**config.mk**
```make
export PLATFORM = sky130hd
export DESIGN_NAME = osc_ctrl
export DESIGN_NICKNAME = d
export VERILOG_FILES = /design/src/rtl/osc_pkg.sv /design/src/rtl/osc_unlock.sv /design/src/rtl/osc_clk_mux.sv /design/src/rtl/osc_ctrl.sv
export SDC_FILE = /design/constraint.sdc
export NUM_CORES = 1
export LEC_CHECK = 0
export ABC_AREA = 1
export BUFFER_PORTS_ARGS = -buffer_cell sky130_fd_sc_hd__buf_2
export CORE_MARGIN = 10
export CORE_UTILIZATION = 54
export CTS_CLUSTER_DIAMETER = 60
export DETAILED_ROUTE_END_ITERATION = 6
export HOLD_SLACK_MARGIN = 0.15
export PLACE_DENSITY = 0.85
export SKIP_CTS_REPAIR_TIMING = 1
export SLEW_MARGIN = 0
export SYNTH_ARGS = -nofsm -noshare
export SYNTH_HDL_FRONTEND = slang
export SYNTH_HIERARCHICAL = 1
export SYNTH_SLANG_ARGS = --single-unit
```
**constraint.sdc**
```tcl
create_clock -name core_clk -period 4.7 [get_ports core_clk]
set_clock_uncertainty 0.1 [all_clocks]
set_input_delay 0.705 -clock core_clk [delete_from_list [all_inputs] [get_ports core_clk]]
set_output_delay 0.705 -clock core_clk [all_outputs]
set_load 0.01 [all_outputs]
```
**src/rtl/osc_pkg.sv**
```systemverilog
// constants, codes and helper functions for the oscillator source select control
//
// Contract
// - Software clock switching allowed only when switch/monitor config upper bit is zero.
// - Fail-safe clock monitor enabled only when both switch/monitor config bits are zero.
// - Source codes: 111 divided fast RC, 101 low-power RC, 100 secondary, 001/000 fast RC.
// - Code 011 primary with PLL, 010 without; submode 01 std, 10 fast crystal, 00 external.
// - Erased configuration powers up on the divided fast RC source.
// - Read-only current-source field at bits 14..12, same source encoding.
// - Writable new-source field at bits 10..8, reset from initial-source config.
// - Selection lock bit 7 is set-only; with monitor on it freezes selections.
// - Pin map lock bit 6 changes only after unlock; one-way config blocks clearing.
// - PLL lock flag bit 5 shows PLL lock, zero when unlocked or disabled.
// - PLL lock flag cleared on every valid switch and in non-PLL modes.
// - Clock-fail flag set by monitor failure, software clear-only, resets to zero.
// - Primary oscillator runs in sleep only when sleep-enable bit 2 is one.
// - Bit 1 enables the secondary oscillator.
// - Software sets switch request bit 0; hardware clears it when switch completes.
// - Unimplemented bits 15, 11 and 4 read as zero.
// - Oscillator output pin function comes from config bit in internal/secondary modes.
// - Switch request with equal sources aborts; otherwise clears PLL lock and fail flag (code also aborts reserved or PLL-to-PLL targets, clearing neither).
// - Start source, await start-up and lock, ten new-clock cycles, then switch.
package osc_pkg;
  localparam int OSC_ADDR_W = 4;
  localparam logic [OSC_ADDR_W-1:0] OSC_CTRL_OFF = 4'h0;

  localparam int OSC_CUR_LSB = 12;
  localparam int OSC_NEW_LSB = 8;
  localparam int OSC_CLK_LOCK_BIT = 7;
  localparam int OSC_PIN_LOCK_BIT = 6;
  localparam int OSC_PLL_LOCK_BIT = 5;
  localparam int OSC_FAIL_BIT = 3;
  localparam int OSC_PRIM_SLEEP_BIT = 2;
  localparam int OSC_SEC_EN_BIT = 1;
  localparam int OSC_SW_REQ_BIT = 0;

  localparam logic [2:0] OSC_SRC_FAST_RC = 3'h0;
  localparam logic [2:0] OSC_SRC_FAST_RC_PLL = 3'h1;
  localparam logic [2:0] OSC_SRC_PRIMARY = 3'h2;
  localparam logic [2:0] OSC_SRC_PRIMARY_PLL = 3'h3;
  localparam logic [2:0] OSC_SRC_SECONDARY = 3'h4;
  localparam logic [2:0] OSC_SRC_LOW_POWER_RC = 3'h5;
  localparam logic [2:0] OSC_SRC_RESERVED = 3'h6;
  localparam logic [2:0] OSC_SRC_FAST_RC_DIV = 3'h7;

  localparam logic [1:0] OSC_PM_EXT_CLOCK = 2'h0;
  localparam logic [1:0] OSC_PM_STD_XTAL = 2'h1;
  localparam logic [1:0] OSC_PM_FAST_XTAL = 2'h2;
  localparam logic [1:0] OSC_SM_MONITOR_ON = 2'h0;

  localparam logic [7:0] OSC_KEY_HI1 = 8'h78;
  localparam logic [7:0] OSC_KEY_HI2 = 8'h9A;
  localparam logic [7:0] OSC_KEY_LO1 = 8'h46;
  localparam logic [7:0] OSC_KEY_LO2 = 8'h57;

  localparam int OSC_SWITCH_EDGES = 10;
  localparam int OSC_HAND_GAP = 2;

  function automatic logic osc_is_pll(input logic [2:0] s);
    return (s == OSC_SRC_PRIMARY_PLL) || (s == OSC_SRC_FAST_RC_PLL);
  endfunction : osc_is_pll

  function automatic logic osc_uses_primary(input logic [2:0] s);
    return (s == OSC_SRC_PRIMARY) || (s == OSC_SRC_PRIMARY_PLL);
  endfunction : osc_uses_primary

  // pll-to-pll direct moves and the reserved code are not permitted targets
  function automatic logic osc_switch_ok(input logic [2:0] cur, input logic [2:0] nw);
    return (nw != OSC_SRC_RESERVED) &&
           !(cur == OSC_SRC_PRIMARY_PLL && nw == OSC_SRC_FAST_RC_PLL) &&
           !(cur == OSC_SRC_FAST_RC_PLL && nw == OSC_SRC_PRIMARY_PLL);
  endfunction : osc_switch_ok
endpackage : osc_pkg

```
**src/rtl/osc_unlock.sv**
```systemverilog
// two-key unlock detector for one byte lane of the control register
`timescale 1ns/10ps
`default_nettype none
module osc_unlock #(
  parameter logic [7:0] KEY1 = 8'h00,
  parameter logic [7:0] KEY2 = 8'h00
) (
  input wire logic core_clk,
  input wire logic rst,
  input wire logic lane_wr,
  input wire logic [7:0] lane_data,
  output logic key_write,
  output logic lane_open
);
  typedef enum logic [1:0] {UL_IDLE, UL_ARMED, UL_OPEN} osc_ul_e;
  typedef struct packed {
    osc_ul_e st;
  } osc_ul_s;

  osc_ul_s r, n;

  always_comb begin
    n = r;
    key_write = 1'b0;
    case (r.st)
      UL_IDLE: begin
        if (lane_wr && lane_data == KEY1) begin
          n.st = UL_ARMED;
          key_write = 1'b1;
        end
      end
      UL_ARMED: begin
        if (lane_wr) begin
          key_write = (lane_data == KEY2) || (lane_data == KEY1);
          if (lane_data == KEY2) begin
            n.st = UL_OPEN;
          end else if (lane_data != KEY1) begin
            n.st = UL_IDLE;
          end
        end
      end
      UL_OPEN: begin
        // the very next lane write consumes the unlock, whatever it holds
        if (lane_wr) begin
          n.st = UL_IDLE;
        end
      end
      default: n.st = UL_IDLE;
    endcase
    if (rst) begin
      n.st = UL_IDLE;
    end
  end

  always_ff @(posedge core_clk) begin
    r <= n;
  end

  assign lane_open = (r.st == UL_OPEN);

  open_once_a: assert property (@(posedge core_clk) disable iff (rst)
    (r.st == UL_OPEN && lane_wr) |=> (r.st == UL_IDLE))
    else $error("unlock survived past its single write");
endmodule : osc_unlock
`default_nettype wire

```
**src/rtl/osc_clk_mux.sv**
```systemverilog
// break-before-make gating of the clock sources
`timescale 1ns/10ps
`default_nettype none
module osc_clk_mux
  import osc_pkg::*;
#(
  parameter int GAP = OSC_HAND_GAP
) (
  input wire logic core_clk,
  input wire logic rst,
  input wire logic [2:0] init_sel,
  input wire logic go,
  input wire logic [2:0] sel,
  output logic [7:0] gate_en,
  output logic done
);
  typedef enum logic {MX_RUN, MX_GAP} osc_mx_e;
  typedef struct packed {
    osc_mx_e st;
    logic [3:0] cnt;
    logic [7:0] gate;
    logic done;
  } osc_mx_s;

  osc_mx_s r, n;

  always_comb begin
    n = r;
    n.done = 1'b0;
    case (r.st)
      MX_RUN: begin
        // old gate drops first so the two never overlap
        if (go) begin
          n.gate = 8'h00;
          n.cnt = 4'h0;
          n.st = MX_GAP;
        end
      end
      MX_GAP: begin
        n.cnt = r.cnt + 4'h1;
        if (r.cnt == 4'(GAP - 1)) begin
          n.gate = 8'(1) << sel;
          n.done = 1'b1;
          n.st = MX_RUN;
        end
      end
      default: n.st = MX_RUN;
    endcase
    if (rst) begin
      n.st = MX_RUN;
      n.cnt = 4'h0;
      n.gate = 8'(1) << init_sel;
      n.done = 1'b0;
    end
  end

  always_ff @(posedge core_clk) begin
    r <= n;
  end

  assign gate_en = r.gate;
  assign done = r.done;

  gate_onehot_a: assert property (@(posedge core_clk) disable iff (rst)
    $onehot0(gate_en))
    else $error("clock gates overlap");

  gate_gap_a: assert property (@(posedge core_clk) disable iff (rst)
    (go && r.st == MX_RUN) |=> (gate_en == 8'h00) [*2])
    else $error("handover gap too short");
endmodule : osc_clk_mux
`default_nettype wire

```
**src/rtl/osc_ctrl.sv**
```systemverilog
// oscillator control register, switch sequencer and source enables
//
// The address map and the strobed register port are this design's own decisions.
`timescale 1ns/10ps
`default_nettype none
module osc_ctrl (
  input wire logic core_clk,
  input wire logic rst,
  input wire logic [osc_pkg::OSC_ADDR_W-1:0] reg_addr,
  input wire logic [15:0] reg_wdata,
  input wire logic [1:0] reg_be,
  input wire logic reg_wr,
  input wire logic reg_rd,
  output logic [15:0] reg_rdata,
  input wire logic [1:0] cfg_switch_monitor,
  input wire logic [1:0] cfg_primary_submode,
  input wire logic [2:0] cfg_initial_source,
  input wire logic cfg_pin_map_lock_one_way,
  input wire logic cfg_osc_out_pin_function,
  input wire logic sleep_mode,
  input wire logic pll_locked_in,
  input wire logic xtal_start_done_in,
  input wire logic new_src_clk_in,
  input wire logic fail_detect_in,
  output logic [7:0] src_gate_en,
  output logic pll_en,
  output logic primary_osc_en,
  output logic secondary_osc_en,
  output logic [1:0] primary_submode,
  output logic osc_out_pin_gpio,
  output logic pin_map_lock,
  output logic clock_fail,
  output logic fail_monitor_en,
  output logic switch_busy
);
  import osc_pkg::*;

  localparam logic [3:0] EDGE_LAST = 4'(OSC_SWITCH_EDGES);

  typedef enum logic [1:0] {SW_IDLE, SW_START, SW_COUNT, SW_HAND} osc_sw_e;
  typedef struct packed {
    osc_sw_e st;
    logic [3:0] s1;
    logic [3:0] s2;
    logic [3:0] s3;
    logic [3:0] edge_cnt;
    logic [2:0] cur_src;
    logic [2:0] new_src;
    logic clk_lock;
    logic pin_lock;
    logic pll_lock;
    logic fail;
    logic prim_sleep;
    logic sec_en;
    logic sw_req;
    logic hand_go;
    logic [15:0] rdata;
  } osc_ctrl_s;

  osc_ctrl_s r, n;

  logic hit;
  logic wr_hi;
  logic wr_lo;
  logic hi_key;
  logic hi_open;
  logic lo_key;
  logic lo_open;
  logic mux_done;
  logic sw_allowed;
  logic sel_locked;
  logic pll_s;
  logic xtal_s;
  logic nclk_rise;
  logic fail_rise;
  logic accept;
  logic [15:0] word;

  assign hit = (reg_addr == OSC_CTRL_OFF);
  assign wr_hi = reg_wr && hit && reg_be[1];
  assign wr_lo = reg_wr && hit && reg_be[0];

  osc_unlock #(.KEY1(OSC_KEY_HI1), .KEY2(OSC_KEY_HI2)) u_hi_unlock (
    .core_clk(core_clk),
    .rst(rst),
    .lane_wr(wr_hi),
    .lane_data(reg_wdata[15:8]),
    .key_write(hi_key),
    .lane_open(hi_open)
  );

  osc_unlock #(.KEY1(OSC_KEY_LO1), .KEY2(OSC_KEY_LO2)) u_lo_unlock (
    .core_clk(core_clk),
    .rst(rst),
    .lane_wr(wr_lo),
    .lane_data(reg_wdata[7:0]),
    .key_write(lo_key),
    .lane_open(lo_open)
  );

  osc_clk_mux #(.GAP(OSC_HAND_GAP)) u_mux (
    .core_clk(core_clk),
    .rst(rst),
    .init_sel(cfg_initial_source),
    .go(r.hand_go),
    .sel(r.new_src),
    .gate_en(src_gate_en),
    .done(mux_done)
  );

  assign sw_allowed = !cfg_switch_monitor[1];
  assign fail_monitor_en = (cfg_switch_monitor == OSC_SM_MONITOR_ON);
  assign sel_locked = r.clk_lock && fail_monitor_en;

  // only second stages and their delayed copies are looked at
  assign pll_s = r.s2[0];
  assign xtal_s = r.s2[1];
  assign nclk_rise = r.s2[2] && !r.s3[2];
  assign fail_rise = r.s2[3] && !r.s3[3];

  assign accept = (r.st == SW_IDLE) && r.sw_req && (r.new_src != r.cur_src) &&
                  osc_switch_ok(r.cur_src, r.new_src);

  always_comb begin
    word = 16'h0000;
    word[OSC_CUR_LSB +: 3] = r.cur_src;
    word[OSC_NEW_LSB +: 3] = r.new_src;
    word[OSC_CLK_LOCK_BIT] = r.clk_lock;
    word[OSC_PIN_LOCK_BIT] = r.pin_lock;
    word[OSC_PLL_LOCK_BIT] = r.pll_lock;
    word[OSC_FAIL_BIT] = r.fail;
    word[OSC_PRIM_SLEEP_BIT] = r.prim_sleep;
    word[OSC_SEC_EN_BIT] = r.sec_en;
    word[OSC_SW_REQ_BIT] = r.sw_req;
  end

  always_comb begin
    n = r;
    n.hand_go = 1'b0;
    n.s1 = {fail_detect_in, new_src_clk_in, xtal_start_done_in, pll_locked_in};
    n.s2 = r.s1;
    n.s3 = r.s2;
    n.rdata = (reg_rd && hit) ? word : 16'h0000;

    // pll lock follows the source in use, or the target while switching
    if (r.st == SW_IDLE) begin
      n.pll_lock = osc_is_pll(r.cur_src) && pll_s;
    end else begin
      n.pll_lock = osc_is_pll(r.new_src) && pll_s;
    end

    // new source only in the write right after the high keys
    if (wr_hi && hi_open && !sel_locked && sw_allowed && r.st == SW_IDLE) begin
      n.new_src = reg_wdata[OSC_NEW_LSB +: 3];
    end

    // key writes never touch the ordinary low bits
    if (wr_lo && !lo_key) begin
      n.prim_sleep = reg_wdata[OSC_PRIM_SLEEP_BIT];
      n.sec_en = reg_wdata[OSC_SEC_EN_BIT];
      if (reg_wdata[OSC_CLK_LOCK_BIT]) begin
        n.clk_lock = 1'b1;
      end
      if (!reg_wdata[OSC_FAIL_BIT]) begin
        n.fail = 1'b0;
      end
      if (lo_open) begin
        if (!(cfg_pin_map_lock_one_way && r.pin_lock)) begin
          n.pin_lock = reg_wdata[OSC_PIN_LOCK_BIT];
        end
        if (reg_wdata[OSC_SW_REQ_BIT] && !sel_locked && r.st == SW_IDLE) begin
          n.sw_req = 1'b1;
        end
      end
    end

    case (r.st)
      SW_IDLE: begin
        if (accept) begin
          n.pll_lock = 1'b0;
          n.fail = 1'b0;
          n.edge_cnt = 4'h0;
          n.st = SW_START;
        end else if (r.sw_req) begin
          n.sw_req = 1'b0;
        end
      end
      SW_START: begin
        // external clock needs no start-up timer, crystals do
        if ((!osc_uses_primary(r.new_src) || cfg_primary_submode == OSC_PM_EXT_CLOCK ||
             xtal_s) && (!osc_is_pll(r.new_src) || pll_s)) begin
          n.st = SW_COUNT;
        end
      end
      SW_COUNT: begin
        if (nclk_rise) begin
          n.edge_cnt = r.edge_cnt + 4'h1;
          if (r.edge_cnt == EDGE_LAST - 4'h1) begin
            n.hand_go = 1'b1;
            n.st = SW_HAND;
          end
        end
      end
      SW_HAND: begin
        if (mux_done) begin
          n.cur_src = r.new_src;
          n.sw_req = 1'b0;
          n.st = SW_IDLE;
        end
      end
      default: n.st = SW_IDLE;
    endcase

    if (!sw_allowed) begin
      n.sw_req = 1'b0;
    end
    // a failure in the same cycle as a clear still sticks
    if (fail_monitor_en && fail_rise) begin
      n.fail = 1'b1;
    end

    if (rst) begin
      n = '0;
      n.st = SW_IDLE;
      // erased config reads all ones, which is the divided fast RC code
      n.cur_src = cfg_initial_source;
      n.new_src = cfg_initial_source;
    end
  end

  always_ff @(posedge core_clk) begin
    r <= n;
  end

  assign reg_rdata = r.rdata;
  assign switch_busy = (r.st != SW_IDLE);
  assign pll_en = osc_is_pll(r.cur_src) || (switch_busy && osc_is_pll(r.new_src));
  assign primary_submode = cfg_primary_submode;
  assign primary_osc_en = (osc_uses_primary(r.cur_src) ||
                           (switch_busy && osc_uses_primary(r.new_src))) &&
                          (!sleep_mode || r.prim_sleep);
  assign secondary_osc_en = r.sec_en || (r.cur_src == OSC_SRC_SECONDARY) ||
                            (switch_busy && r.new_src == OSC_SRC_SECONDARY);
  // pin belongs to the crystal in primary modes
  assign osc_out_pin_gpio = osc_uses_primary(r.cur_src) ? 1'b0 : cfg_osc_out_pin_function;
  assign pin_map_lock = r.pin_lock;
  assign clock_fail = r.fail;

  sw_disabled_a: assert property (@(posedge core_clk) disable iff (rst)
    !sw_allowed |=> !r.sw_req && r.cur_src == $past(r.cur_src))
    else $error("switch request held while switching disabled");

  monitor_off_a: assert property (@(posedge core_clk) disable iff (rst)
    (!fail_monitor_en && !r.fail) |=> !r.fail)
    else $error("fail flag set with monitor disabled");

  reset_source_a: assert property (@(posedge core_clk)
    rst |=> (r.new_src == $past(cfg_initial_source)) && (r.cur_src == $past(cfg_initial_source)))
    else $error("source fields not loaded from config at reset");

  valid_switch_a: assert property (@(posedge core_clk) disable iff (rst)
    accept |=> (r.st == SW_START) && !r.pll_lock && r.sw_req)
    else $error("valid switch did not clear lock or start");

  redundant_abort_a: assert property (@(posedge core_clk) disable iff (rst)
    (r.st == SW_IDLE && r.sw_req && r.new_src == r.cur_src && !wr_lo) |=>
    !r.sw_req && r.st == SW_IDLE)
    else $error("redundant switch not aborted");

  fail_sticky_a: assert property (@(posedge core_clk) disable iff (rst)
    (fail_monitor_en && fail_rise) |=> r.fail)
    else $error("clock failure lost");

  clk_lock_hold_a: assert property (@(posedge core_clk) disable iff (rst)
    r.clk_lock |=> r.clk_lock)
    else $error("selection lock cleared");

  one_way_a: assert property (@(posedge core_clk) disable iff (rst)
    (cfg_pin_map_lock_one_way && r.pin_lock) |=> r.pin_lock)
    else $error("one-way pin map lock cleared");

  rsvd_zero_a: assert property (@(posedge core_clk) disable iff (rst)
    $past(reg_rd && hit) |-> (reg_rdata & 16'h8810) == 16'h0000 && reg_rdata[14:12] == $past(r.cur_src))
    else $error("reserved bits or current source misread");

  ten_edges_a: assert property (@(posedge core_clk) disable iff (rst)
    (r.st == SW_HAND) |-> (r.edge_cnt == EDGE_LAST))
    else $error("handover before ten new-clock edges");

  cur_update_a: assert property (@(posedge core_clk) disable iff (rst)
    (r.cur_src != $past(r.cur_src)) |-> $past(r.st == SW_HAND && mux_done) && !r.sw_req)
    else $error("current source changed outside handover");

  sleep_stop_a: assert property (@(posedge core_clk) disable iff (rst)
    (sleep_mode && !r.prim_sleep) |-> !primary_osc_en)
    else $error("primary oscillator running in sleep");

  // a key write on the high lane is never itself the protected write
  hi_key_quiet_a: assert property (@(posedge core_clk) disable iff (rst)
    hi_key |=> r.new_src == $past(r.new_src))
    else $error("high key write changed the new source");
endmodule : osc_ctrl
`default_nettype wire

```
-- Word-level counts from Yosys, hierarchy flattened
Cells that the tools add are included.
- register bits after elaboration: 66
- bits of input ports: 40
- output and inout bits: 34
- word-level logic and storage cells: 207
- add/sub/neg operators: 2
- equal/unequal tests: 41
- shifts and indexed selects: 2
- multiplexer cells: 56
- bitwise logic cells: 5
- reduce and logical (&&, ||, !) cells: 78
- operators by type and width (kind ; number):
    2-bit two-way mux ; 18
    1-bit logical AND ; 32
    30-bit two-way mux ; 1
    13-bit case mux with 2 select lines ; 1
    8-bit by 7-bit equality test with 1-bit output, second input constant ; 3
    1-bit two-way mux ; 20
    9-bit two-way mux ; 2
    8-bit by 7-bit inequality test with 1-bit output, second input constant ; 2
    1-bit by 3-bit << shifter with 8-bit output, first input constant ; 2
    15-bit two-way mux ; 1
    2-bit by 1-bit inequality test with 1-bit output, second input constant ; 7
    1-bit logical OR ; 13
    13-bit two-way mux ; 1
    3-bit by 2-bit equality test with 1-bit output, second input constant ; 4
    4-bit two-way mux ; 3
    2-bit case mux with 3 select lines ; 2
    1-bit logical NOT ; 10
    2-bit logical NOT ; 5
    2-bit inequality test, second input constant ; 5
    2-bit nonzero test ; 5
    3-bit two-way mux ; 3
    3-bit inequality test, second input constant ; 3
    4-bit by 1-bit adder with 4-bit output, second input constant ; 2
    2-bit equality test, second input constant ; 4
    other kinds (19) ; 35

-- Longest topological paths before layout
Gate-level depths: netlist of run 1.
- depth in word-level cells: 14
- depth in mapped cells: 13
- gate-level depth less buffers: 13

-- Cells and area by module
The synthesis of run 1 kept the hierarchy.
- by module, submodules not included (module ; times used ; cells an instance ; area each (um^2) ; seq. area each (um^2)):
    osc_ctrl ; 1 ; 257 ; 2015.7 ; 920.9
    osc_clk_mux ; 1 ; 102 ; 768.2 ; 360.3
    osc_unlock at u_lo_unlock ; 1 ; 41 ; 220.2 ; 40.0
    osc_unlock at u_hi_unlock ; 1 ; 36 ; 192.7 ; 40.0

-- Worst setup path after synthesis of run 1
OpenSTA, ideal clock, no wires.
- kind: in2reg
- start: input reg_addr[1] (netlist bit)
- end: register r (netlist bit pin_map_lock)
- setup time: 0.070 ns
- arrival time: 1.954 ns
- required time: 4.530 ns
- path slack: 2.576 ns
- stages: 12
- buffers on the path: 0
- cells stage by stage: nor2_1 nand2_1 nor3_2 nand3_2 or2_1 o21ai_0 inv_1 nand2_2 inv_2 nand2_1 o21ai_1 a21oi_1
- longest elaborated chain between the ends: 9
- elaborated cells between the ends (all ways): 10
- classes of those cells: mux: 3; reduce/logical: 7
- RTL lines (item ; line ; RTL):
    start, declared ; osc_ctrl.sv:9 ; input wire logic [osc_pkg::OSC_ADDR_W-1:0] reg_addr,
    4-bit logical NOT * ; osc_ctrl.sv:79 ; assign hit = (reg_addr == OSC_CTRL_OFF);
    1-bit logical AND * (2 in a row) ; osc_ctrl.sv:81 ; assign wr_lo = reg_wr && hit && reg_be[0];
    via wr_lo ; osc_ctrl.sv:64 ; logic wr_lo;
    1-bit logical AND ; osc_unlock.sv:27 ; if (lane_wr && lane_data == KEY1) begin
    1-bit two-way mux ; osc_unlock.sv:27 ;
    1-bit case mux with 2 select lines * ; osc_unlock.sv:25 ; case (r.st)
    via lo_key ; osc_ctrl.sv:67 ; logic lo_key;
    1-bit logical NOT * ; osc_ctrl.sv:158 ; if (wr_lo && !lo_key) begin
    1-bit logical AND * ; osc_ctrl.sv:158 ;
    3-bit AND reduction (no source line) * ; -- ;
    end signal, assigned ; osc_ctrl.sv:232 ; r <= n;
    end, declared ; osc_ctrl.sv:60 ; osc_ctrl_s r, n;
The timed path passes the listed nets; every way through them passes the cells marked *.
A chain may end at the register's enable or synchronous reset.

-- Worst setup path in the final report of run 1
- start: register r[46] (netlist bit)
- end: output secondary_osc_en
- longest elaborated chain between the ends: 3
- RTL lines (item ; line ; RTL):
    2-bit nonzero test ; osc_ctrl.sv:236 ; assign switch_busy = (r.st != SW_IDLE);
    1-bit logical AND ; osc_ctrl.sv:243 ; (switch_busy && r.new_src == OSC_SRC_SECONDARY);
    1-bit logical OR ; osc_ctrl.sv:242 ; assign secondary_osc_en = r.sec_en || (r.cur_src == OSC_SRC_SECONDARY) ||
    end, declared ; osc_ctrl.sv:28 ; output logic secondary_osc_en,
Every way passes these cells.

==> flow_summary.ini, run 1 <==
[floorplan]
die_x_um = 96.69
design.die.area_um2 = 9348
core_area_um2 = 5608
ioPinCount = 74
initial_utilization = 0.5663
floorplan.die.height_um = 96.69
rows = 27

[global_routing]
vias_in_the_first_global_route = 2571
grt_start_max_net_pins = 31
groute.usage.overall = 0.1449
first_pass_grt_wire_length_um = 11520
grt_overflow_total = 0
antenna_found_initial = 0

[sta]
timing.final.max_slew_violations = 0
worst-slew-pin-transition_ns = 0.5361
slew_headroom = 0.6415
post-route-period-util = 0.5388
final-setup-viol-count = 0
fmax_ghz = 0.3949
fin_setup_tns_ns = 0
min_period_ns = 2.533
final_hold_viol_count = 0
rsz0062_at_grt = false

[detailed_routing]
drc = 0
drt_iter0_markers = 128
vias = 2738
routed_wl_um = 6870
ant_nets = 0
detail_route.vias_per_cell = 4.881
drt-wirelength-per-cell_um = 12.25
drt-pass1-iter-count = 5

[synth]
synth_area_per_cell_um2 = 7.368
synthCells = 431
ys.warnings.count = 6
post_synth_instance_area_um2 = 3176

[cts]
cts-root-buf = clkbuf_8
insertion_delay_ns = 0.34
cts_tree = built
cts_inserted_buffers = 9
cts_sinks = 61
htreeDepth = 3
clk_path_buf_depth = 2
cts.clk_slew.worst_paths_ns = 0.07

[worst_hold_path]
number_of_cells_on_the_worst_hold_path = 2
worst_hold_path_type = reg -> reg
worst_hold_startpoint = r[44]
hold_end = r[40]

[setup_path]
r2r_start = r[46]
setup.reg_to_reg.worst_slack_ns = 2.87
arrival_ns = 1.73
worst-setup-path-type = reg -> out
crit_path_start_kind = register
reg_to_reg_critical_path_endpoint = r[32]
crit_path_max_fanout = 6
timing.critical_path.to_type = primary output
required_ns = 3.89
worst_reg2reg_path_depth = 11

[power]
netSwitchingFraction = 0.2816
static_leakage_uw = 0.001733
ir_drop_uv = 199.1
psw_uw = 349.4
p_int_uw = 891.2
power.sequential.fraction = 0.459
clock_power_share = 0.382
power_per_cell_area_nw_per_um2 = 343.0
power_frac_comb = 0.159

[finish]
drive_above_1_share = 0.2352
antenna_cells = 0
post_route_cell_area_um2 = 3617
fin_nets = 533
area_delta_synth_final_pct = 13.91

[run]
maxCapViolations = 0

[placement]
place.gp.congestion = 0.8340
placed_wire_length_estimate_after_detailed_placement_um = 5427
port_buffers = 70
placed_cell_area_um2 = 3403

[status]
run_status = finished, final reports clean
==> cell type report <==
class	instances	area, um2
Fill cell	497	1991
Sequential cell	61	1361
Multi-Input combinational cell	267	1320
Timing Repair Buffer	70	350.3
Inverter	75	281.5
Clock buffer	12	187.7
Tap cell	72	90.09
Clock inverter	4	26.28
==> per-layer routing <==
| layer | wire length, um | part of all wire | track usage | vias up |
|---|---|---|---|---|
| met5 | 0 | 0 | 0 | - |
| met4 | 53 | 0.0077 | 0.04171 | 0 |
| met3 | 565 | 0.082 | 0.05607 | 6 |
| met2 | 3377 | 0.49 | 0.2495 | 89 |
| met1 | 2875 | 0.42 | 0.1610 | 1227 |
| li1 | - | - | - | 1416 |
==> flip-flops by register name, summed over array words and instances, names as in the netlist <==
name and cells:
clock_fail 1, pin_map_lock 1, pll_s 1, r 27, reg_rdata 13, u_hi_unlock/r 2
u_lo_unlock/r 2, u_mux/done 1, u_mux/gate_en 8, u_mux/r 5
==> worst max-delay path, stage by stage, from the launching register on <==
cell      delay (ns)
dfxtp_1         0.36
inv_1           0.11
ha_1            0.31
inv_1           0.20
nand4_1         0.11
o311ai_0        0.10
buf_2           0.20
==> worst max-delay path by stage <==
stage | from | end | slack [ns] | cells past startpoint
4_1_cts | r[46] | secondary_osc_en | 2.15 | 6
2_1_floorplan | reg_addr[1] | pin_map_lock | 2.58 | 12
3_5_place_dp | reg_addr[3] | pin_map_lock | 2.32 | 13
3_3_place_gp | reg_addr[1] | pin_map_lock | 2.38 | 13
5_1_grt | r[46] | secondary_osc_en | 2.03 | 6
6_report | r[46] | secondary_osc_en | 2.17 | 6
==> power by group through the flow <==
stage	clock network (uW)	registers [uW]	logic [uW]
floorplan	0	577	142
global placement	0	580	190
detailed placement	0	581	196
CTS	481	569	197
global route	509	572	223
finish	473	570	198
==> per-stage QoR <==
stage | total power [uW] | setup slack (ns) | instances | hold slack (ns) | utilization
finish | 1241 | 2.168 | 561 | 0.3036 | 0.6450
global route | 1304 | 2.026 | 561 | 0.3301 | 0.6450
CTS | 1248 | 2.151 | 561 | 0.3060 | 0.6450
detailed placement | 777.2 | 2.317 | 545 | 0.2956 | 0.6069
global placement | 770.0 | 2.381 | 545 | 0.2919 | 0.6069
floorplan | 718.9 | 2.576 | 433 | 0.2883 | -
==> cell usage in the layout (no fill, tap or decap), types with 3 or more instances in the layout <==
cell / instances
edfxtp_1: 14
buf_2: 70
nand3_1: 15
nor2_1: 58
ha_1: 9
a21oi_2: 4
inv_2: 5
o21ai_0: 11
nand4_1: 11
conb_1: 3
dfxtp_1: 47
nor2_2: 5
inv_1: 68
nand2_1: 100
nand2_2: 7
nor3_1: 8
a21oi_1: 15
clkbuf_8: 10
No activity file was read; power rests on OpenSTA's default activity.
==> run 2, diff against run 1 <==
CORE_UTILIZATION = 49   (was 54)
PLACE_DENSITY = 0.82   (was 0.85)
clock period = 2.05 ns   (was 4.7 ns; I/O delays follow)
==> run 2 against run 1 <==
Compared with the run above:
- design area rose by 3.1%
- total power is 130% higher
- core utilization down 5.4 points
- die area is 8.0% higher
- combinational power increased to 2.5 times the previous value
- critical endpoint is now pll_en
- largest cell class unchanged
- highest routed layer unchanged
==> flow_summary.ini, run 2 (synthesis gave the netlist of run 1 again) <==
[global_routing]
first_pass_grt_wire_length_um = 11330
antenna_found_initial = 0
grt_overflow_total = 0
vias_in_the_first_global_route = 2585
grt_start_max_net_pins = 29
groute.usage.overall = 0.1374

[setup_path]
worst-setup-path-type = reg -> out
worstPathBufferInverterCount = 2
timing.critical_path.slowest_stage_cell = edfxtp_1
crit_path_start_kind = register
cp.depth = 4
crit_path_max_fanout = 6
path_delay_family = flip-flops
cell_by_cell_listing_of_the_critical_path = inv_2, nand2_2, o21ai_0, buf_2
arrival_ns = 1.54
worst_reg2reg_path_depth = 9
timing.critical_path.slowest_cell_delay_ns = 0.49
timing.critical_path.to_type = primary output
required_ns = 1.64

[detailed_routing]
detail_route.vias_per_cell = 4.732
wl_met3_um = 568
drc = 0
drt_iter0_markers = 245
ant_nets = 0
routedLengthMet1_um = 2878
vias = 2735
met2_length_um = 3532
drt-pass1-iter-count = 5
routed_wl_um = 7073
drt-wirelength-per-cell_um = 12.24
highest_metal_layer_with_signal_wires = met4

[placement]
placed_wire_length_estimate_after_detailed_placement_um = 5443
pre_cts_slack_ns = 0.1399
port_buffers = 70
place.gp.congestion = 0.8577

[sta]
timing.final.max_slew_violations = 0
final_hold_viol_count = 0
fin_worst_hold_slack_ns = 0.1449
fin_ws_ns = 0.1067
post-route-period-util = 0.9480
rsz0062_at_grt = false
min_period_ns = 1.943
final-setup-viol-count = 0
fmax_ghz = 0.5146

[floorplan]
initial_utilization = 0.5030
core_area_um2 = 6314
rows = 29
die_x_um = 100.5
floorplan.die.height_um = 100.5
design.die.area_um2 = 10100
ioPinCount = 74

[power]
static_leakage_uw = 0.001784
power.sequential.fraction = 0.460
power_frac_comb = 0.177
psw_uw = 771.0
power_per_cell_area_nw_per_um2 = 761.3
p_int_uw = 2069
power_uw = 2840
clock_power_share = 0.363
netSwitchingFraction = 0.2714
ir_drop_uv = 445.6

[finish]
antenna_cells = 0
nFillCells = 573
top_register = r
final_core_utilization = 0.5910
most-common-layout-cells = nand2_1, buf_2, inv_1
drive_above_1_share = 0.2495
area_delta_synth_final_pct = 17.49
seqCellArea_um2 = 1363
largest_register_ffs = 27
fin_nets = 546
layout_commonest_cell = nand2_1
area_of_the_multi_input_gates_um2 = 1333

[cts]
cts_sinks = 61
cts.clk_slew.worst_paths_ns = 0.06
htreeDepth = 3
cts_tree = built
clk_path_buf_depth = 2
insertion_delay_ns = 0.34
cts-root-buf = clkbuf_8
cts_inserted_buffers = 9

[status]
run_status = finished, final reports clean

[worst_hold_path]
worst_hold_path_type = in -> reg
number_of_cells_on_the_worst_hold_path = 3

[run]
maxCapViolations = 0
==> run 2: per-layer routing <==
layer | vias up | global-route usage
met2 | 89 | 0.2344
met3 | 9 | 0.05761
met5 | - | 0
li1 | 1441 | -
met4 | 0 | 0.06087
met1 | 1196 | 0.1446
==> run 2: path summary, 6_finish.rpt <==
| kind | startpoint | to | slack (ns) |
|---|---|---|---|
| setup / recovery | r[26] | pll_en | 0.11 |
| hold / removal | reg_wdata[7] | r[23] | 0.14 |
| setup reg to reg | r[24] | r[32] | 0.34 |
| hold reg to reg | r[45] | r[41] | 0.30 |
==> run 2: layout make-up <==
class                           instances  area share
Multi-Input combinational cell        267      0.3571
Sequential cell                        61      0.3652
Clock buffer                           15     0.05298
Tap cell                               77     0.02582
Inverter                               75     0.07545
Timing Repair Buffer                   83      0.1234
==> run 2: power groups by stage <==
stage               Combinational, uW  Clock [uW]  Sequential, uW
detailed placement                450           0            1330
floorplan                         325           0            1320
finish                            504        1030            1310
global placement                  440           0            1330
CTS                               454        1050            1310
global route                      566        1110            1310
==> run 2: worst reg2reg max path, delay by kind of cell, from the launching register on <==
kind | cells | cell delay (ns)
buffers and inverters | 1 | 0.15
AO/OA/AOI/OAI | 2 | 0.18
flip-flops | 1 | 0.54
AND/OR/NAND/NOR | 6 | 0.62
==> run 2: per-stage QoR <==
stage | setup TNS [ns] | std cells | area [um2]
floorplan | 0 | 433 | 3183
global placement | 0 | 554 | 3440
detailed placement | 0 | 554 | 3440
CTS | -0.1370 | 569 | 3637
global route | 0 | 578 | 3731
finish | 0 | 578 | 3731
==> run 3, diff against run 2 <==
GPL_TIMING_DRIVEN = 0   (was default)
==> run 3 against run 2 <==
Compared with the run above:
- die area unchanged
- sequential power about the same
- clock-buffer cell count down 1
- worst setup slack worse by 0.035 ns
- global-route usage up 0.29 points
- sequential cell count unchanged
- worst hold slack better by 0.032 ns
- core utilization up 3.6 points
- register-to-register slack worse by 0.02 ns
- maximum frequency down 1.7%
- design area up 6.1%
- largest power group unchanged
==> flow_summary.ini, run 3 (synthesis gave the netlist of run 1 again) <==
[status]
run_status = finished, final reports clean

[floorplan]
initial_utilization = 0.5030
floorplan.die.height_um = 100.5
core_area_um2 = 6314
die_x_um = 100.5
ioPinCount = 74
rows = 29
design.die.area_um2 = 10100

[detailed_routing]
drc = 0
detail_route.vias_per_cell = 4.798
drt-pass1-iter-count = 4
drt-wirelength-per-cell_um = 12.11
ant_nets = 0
vias = 2917
routed_wl_um = 7365
drt_iter0_markers = 210

[global_routing]
groute.usage.overall = 0.1403
first_pass_grt_wire_length_um = 11720
grt_overflow_total = 0
vias_in_the_first_global_route = 2779
antenna_found_initial = 0
grt_start_max_net_pins = 13

[cts]
cts_tree = built
clk_path_buf_depth = 2
cts-root-buf = clkbuf_8
cts_inserted_buffers = 9
htreeDepth = 3
cts_sinks = 61
insertion_delay_ns = 0.33
cts.clk_slew.worst_paths_ns = 0.06

[placement]
post-place-cells = 580
placed_cell_area_um2 = 3630
place.gp.congestion = 0.8915
port_buffers = 70
placed_wire_length_estimate_after_detailed_placement_um = 5653
pre_cts_slack_ns = 0.02596

[worst_hold_path]
worst_hold_path_type = in -> reg
worst_hold_startpoint = reg_wdata[0]
hold_end = r[17]
number_of_cells_on_the_worst_hold_path = 3

[finish]
fin_nets = 576
area_delta_synth_final_pct = 24.67
area_of_the_multi_input_gates_um2 = 1333
antenna_cells = 0
largest_register_ffs = 27
drive_above_1_share = 0.2844
instances_no_fill = 608
seqCellArea_um2 = 1363
most-common-layout-cells = nand2_1, buf_2, inv_1
nFillCells = 555
top_register = r
layout_commonest_cell = nand2_1
post_route_cell_area_um2 = 3959

[setup_path]
cell_by_cell_listing_of_the_critical_path = inv_2, ha_4, inv_2, nand4_1, o311ai_0, buf_2
required_ns = 1.64
r2r_start = r[25]
critical-path-top-cell-by-count = inv_2
timing.critical_path.slowest_cell_delay_ns = 0.38
setup.reg_to_reg.worst_slack_ns = 0.32
crit_path_start_kind = register
timing.critical_path.to_type = primary output
crit_path_max_fanout = 6
worst-setup-path-type = reg -> out
timing.critical_path.slowest_stage_cell = dfxtp_1
arrival_ns = 1.57
worst_reg2reg_path_depth = 10
reg_to_reg_critical_path_endpoint = r[31]

[sta]
fin_setup_tns_ns = 0
final-setup-viol-count = 0
final_hold_viol_count = 0
fin_ws_ns = 0.07214
fmax_ghz = 0.5056
timing.final.max_slew_violations = 0
min_period_ns = 1.978
post-route-period-util = 0.9648

[power]
ir_drop_uv = 411.8
static_leakage_uw = 0.001933
power_per_cell_area_nw_per_um2 = 737.1

[run]
maxCapViolations = 0
==> run 3: stage by stage <==
stage	util	total power, uW	hold slack (ns)
6_report	0.6270	2918	0.1766
5_1_grt	0.6270	3052	0.1864
4_1_cts	0.6070	2880	0.06280
3_5_place_dp	0.5749	1804	0.2922
3_3_place_gp	0.5749	1785	0.2900
2_1_floorplan	-	1648	0.2699
==> run 3: how the worst max path moves through the flow <==
stage               slack, ns  cells past startpoint               end   startpoint
global route            -0.02                      5    primary_osc_en        r[25]
global placement         0.09                     12      pin_map_lock  reg_addr[1]
finish                   0.07                      6  secondary_osc_en        r[47]
floorplan                0.32                     12      pin_map_lock  reg_addr[1]
CTS                     -0.17                      6  secondary_osc_en        r[47]
detailed placement       0.03                     13      pin_map_lock  reg_addr[1]
==> run 3: power by group <==
| group | internal [uW] | switching (uW) | leakage (uW) |
|---|---|---|---|
| sequential | 1270 | 34.6 | 0.000523 |
| combinational | 212 | 323 | 0.00131 |
| clock | 655 | 419 | 0.000103 |
| total | 2140 | 776 | 0.00193 |
==> run 3: critical path, delay by kind of cell, from the launching register on <==
family,cells,cell delay (ns)
compound gates,1,0.12
fa+ha+maj,1,0.20
buf+inv,3,0.41
flops,1,0.38
simple gates,1,0.13
==> run 3: area by class of cell <==
type | count | area share
sequential | 61 | 0.3442
timing repair buffer | 83 | 0.1169
inverter | 75 | 0.07111
clock inverter | 1 | 0.007585
clock buffer | 14 | 0.04362
tap | 77 | 0.02434
multi-input combinational | 267 | 0.3366
buffer | 30 | 0.05563
==> run 3: layer usage <==
layer / vias to the layer above / track usage / wire (um)
li1: 1496 / - / -
met1: 1302 / 0.1489 / 2966
met2: 109 / 0.2344 / 3709
met3: 10 / 0.04733 / 568
met4: 0 / 0.08804 / 121
met5: - / 0 / 0
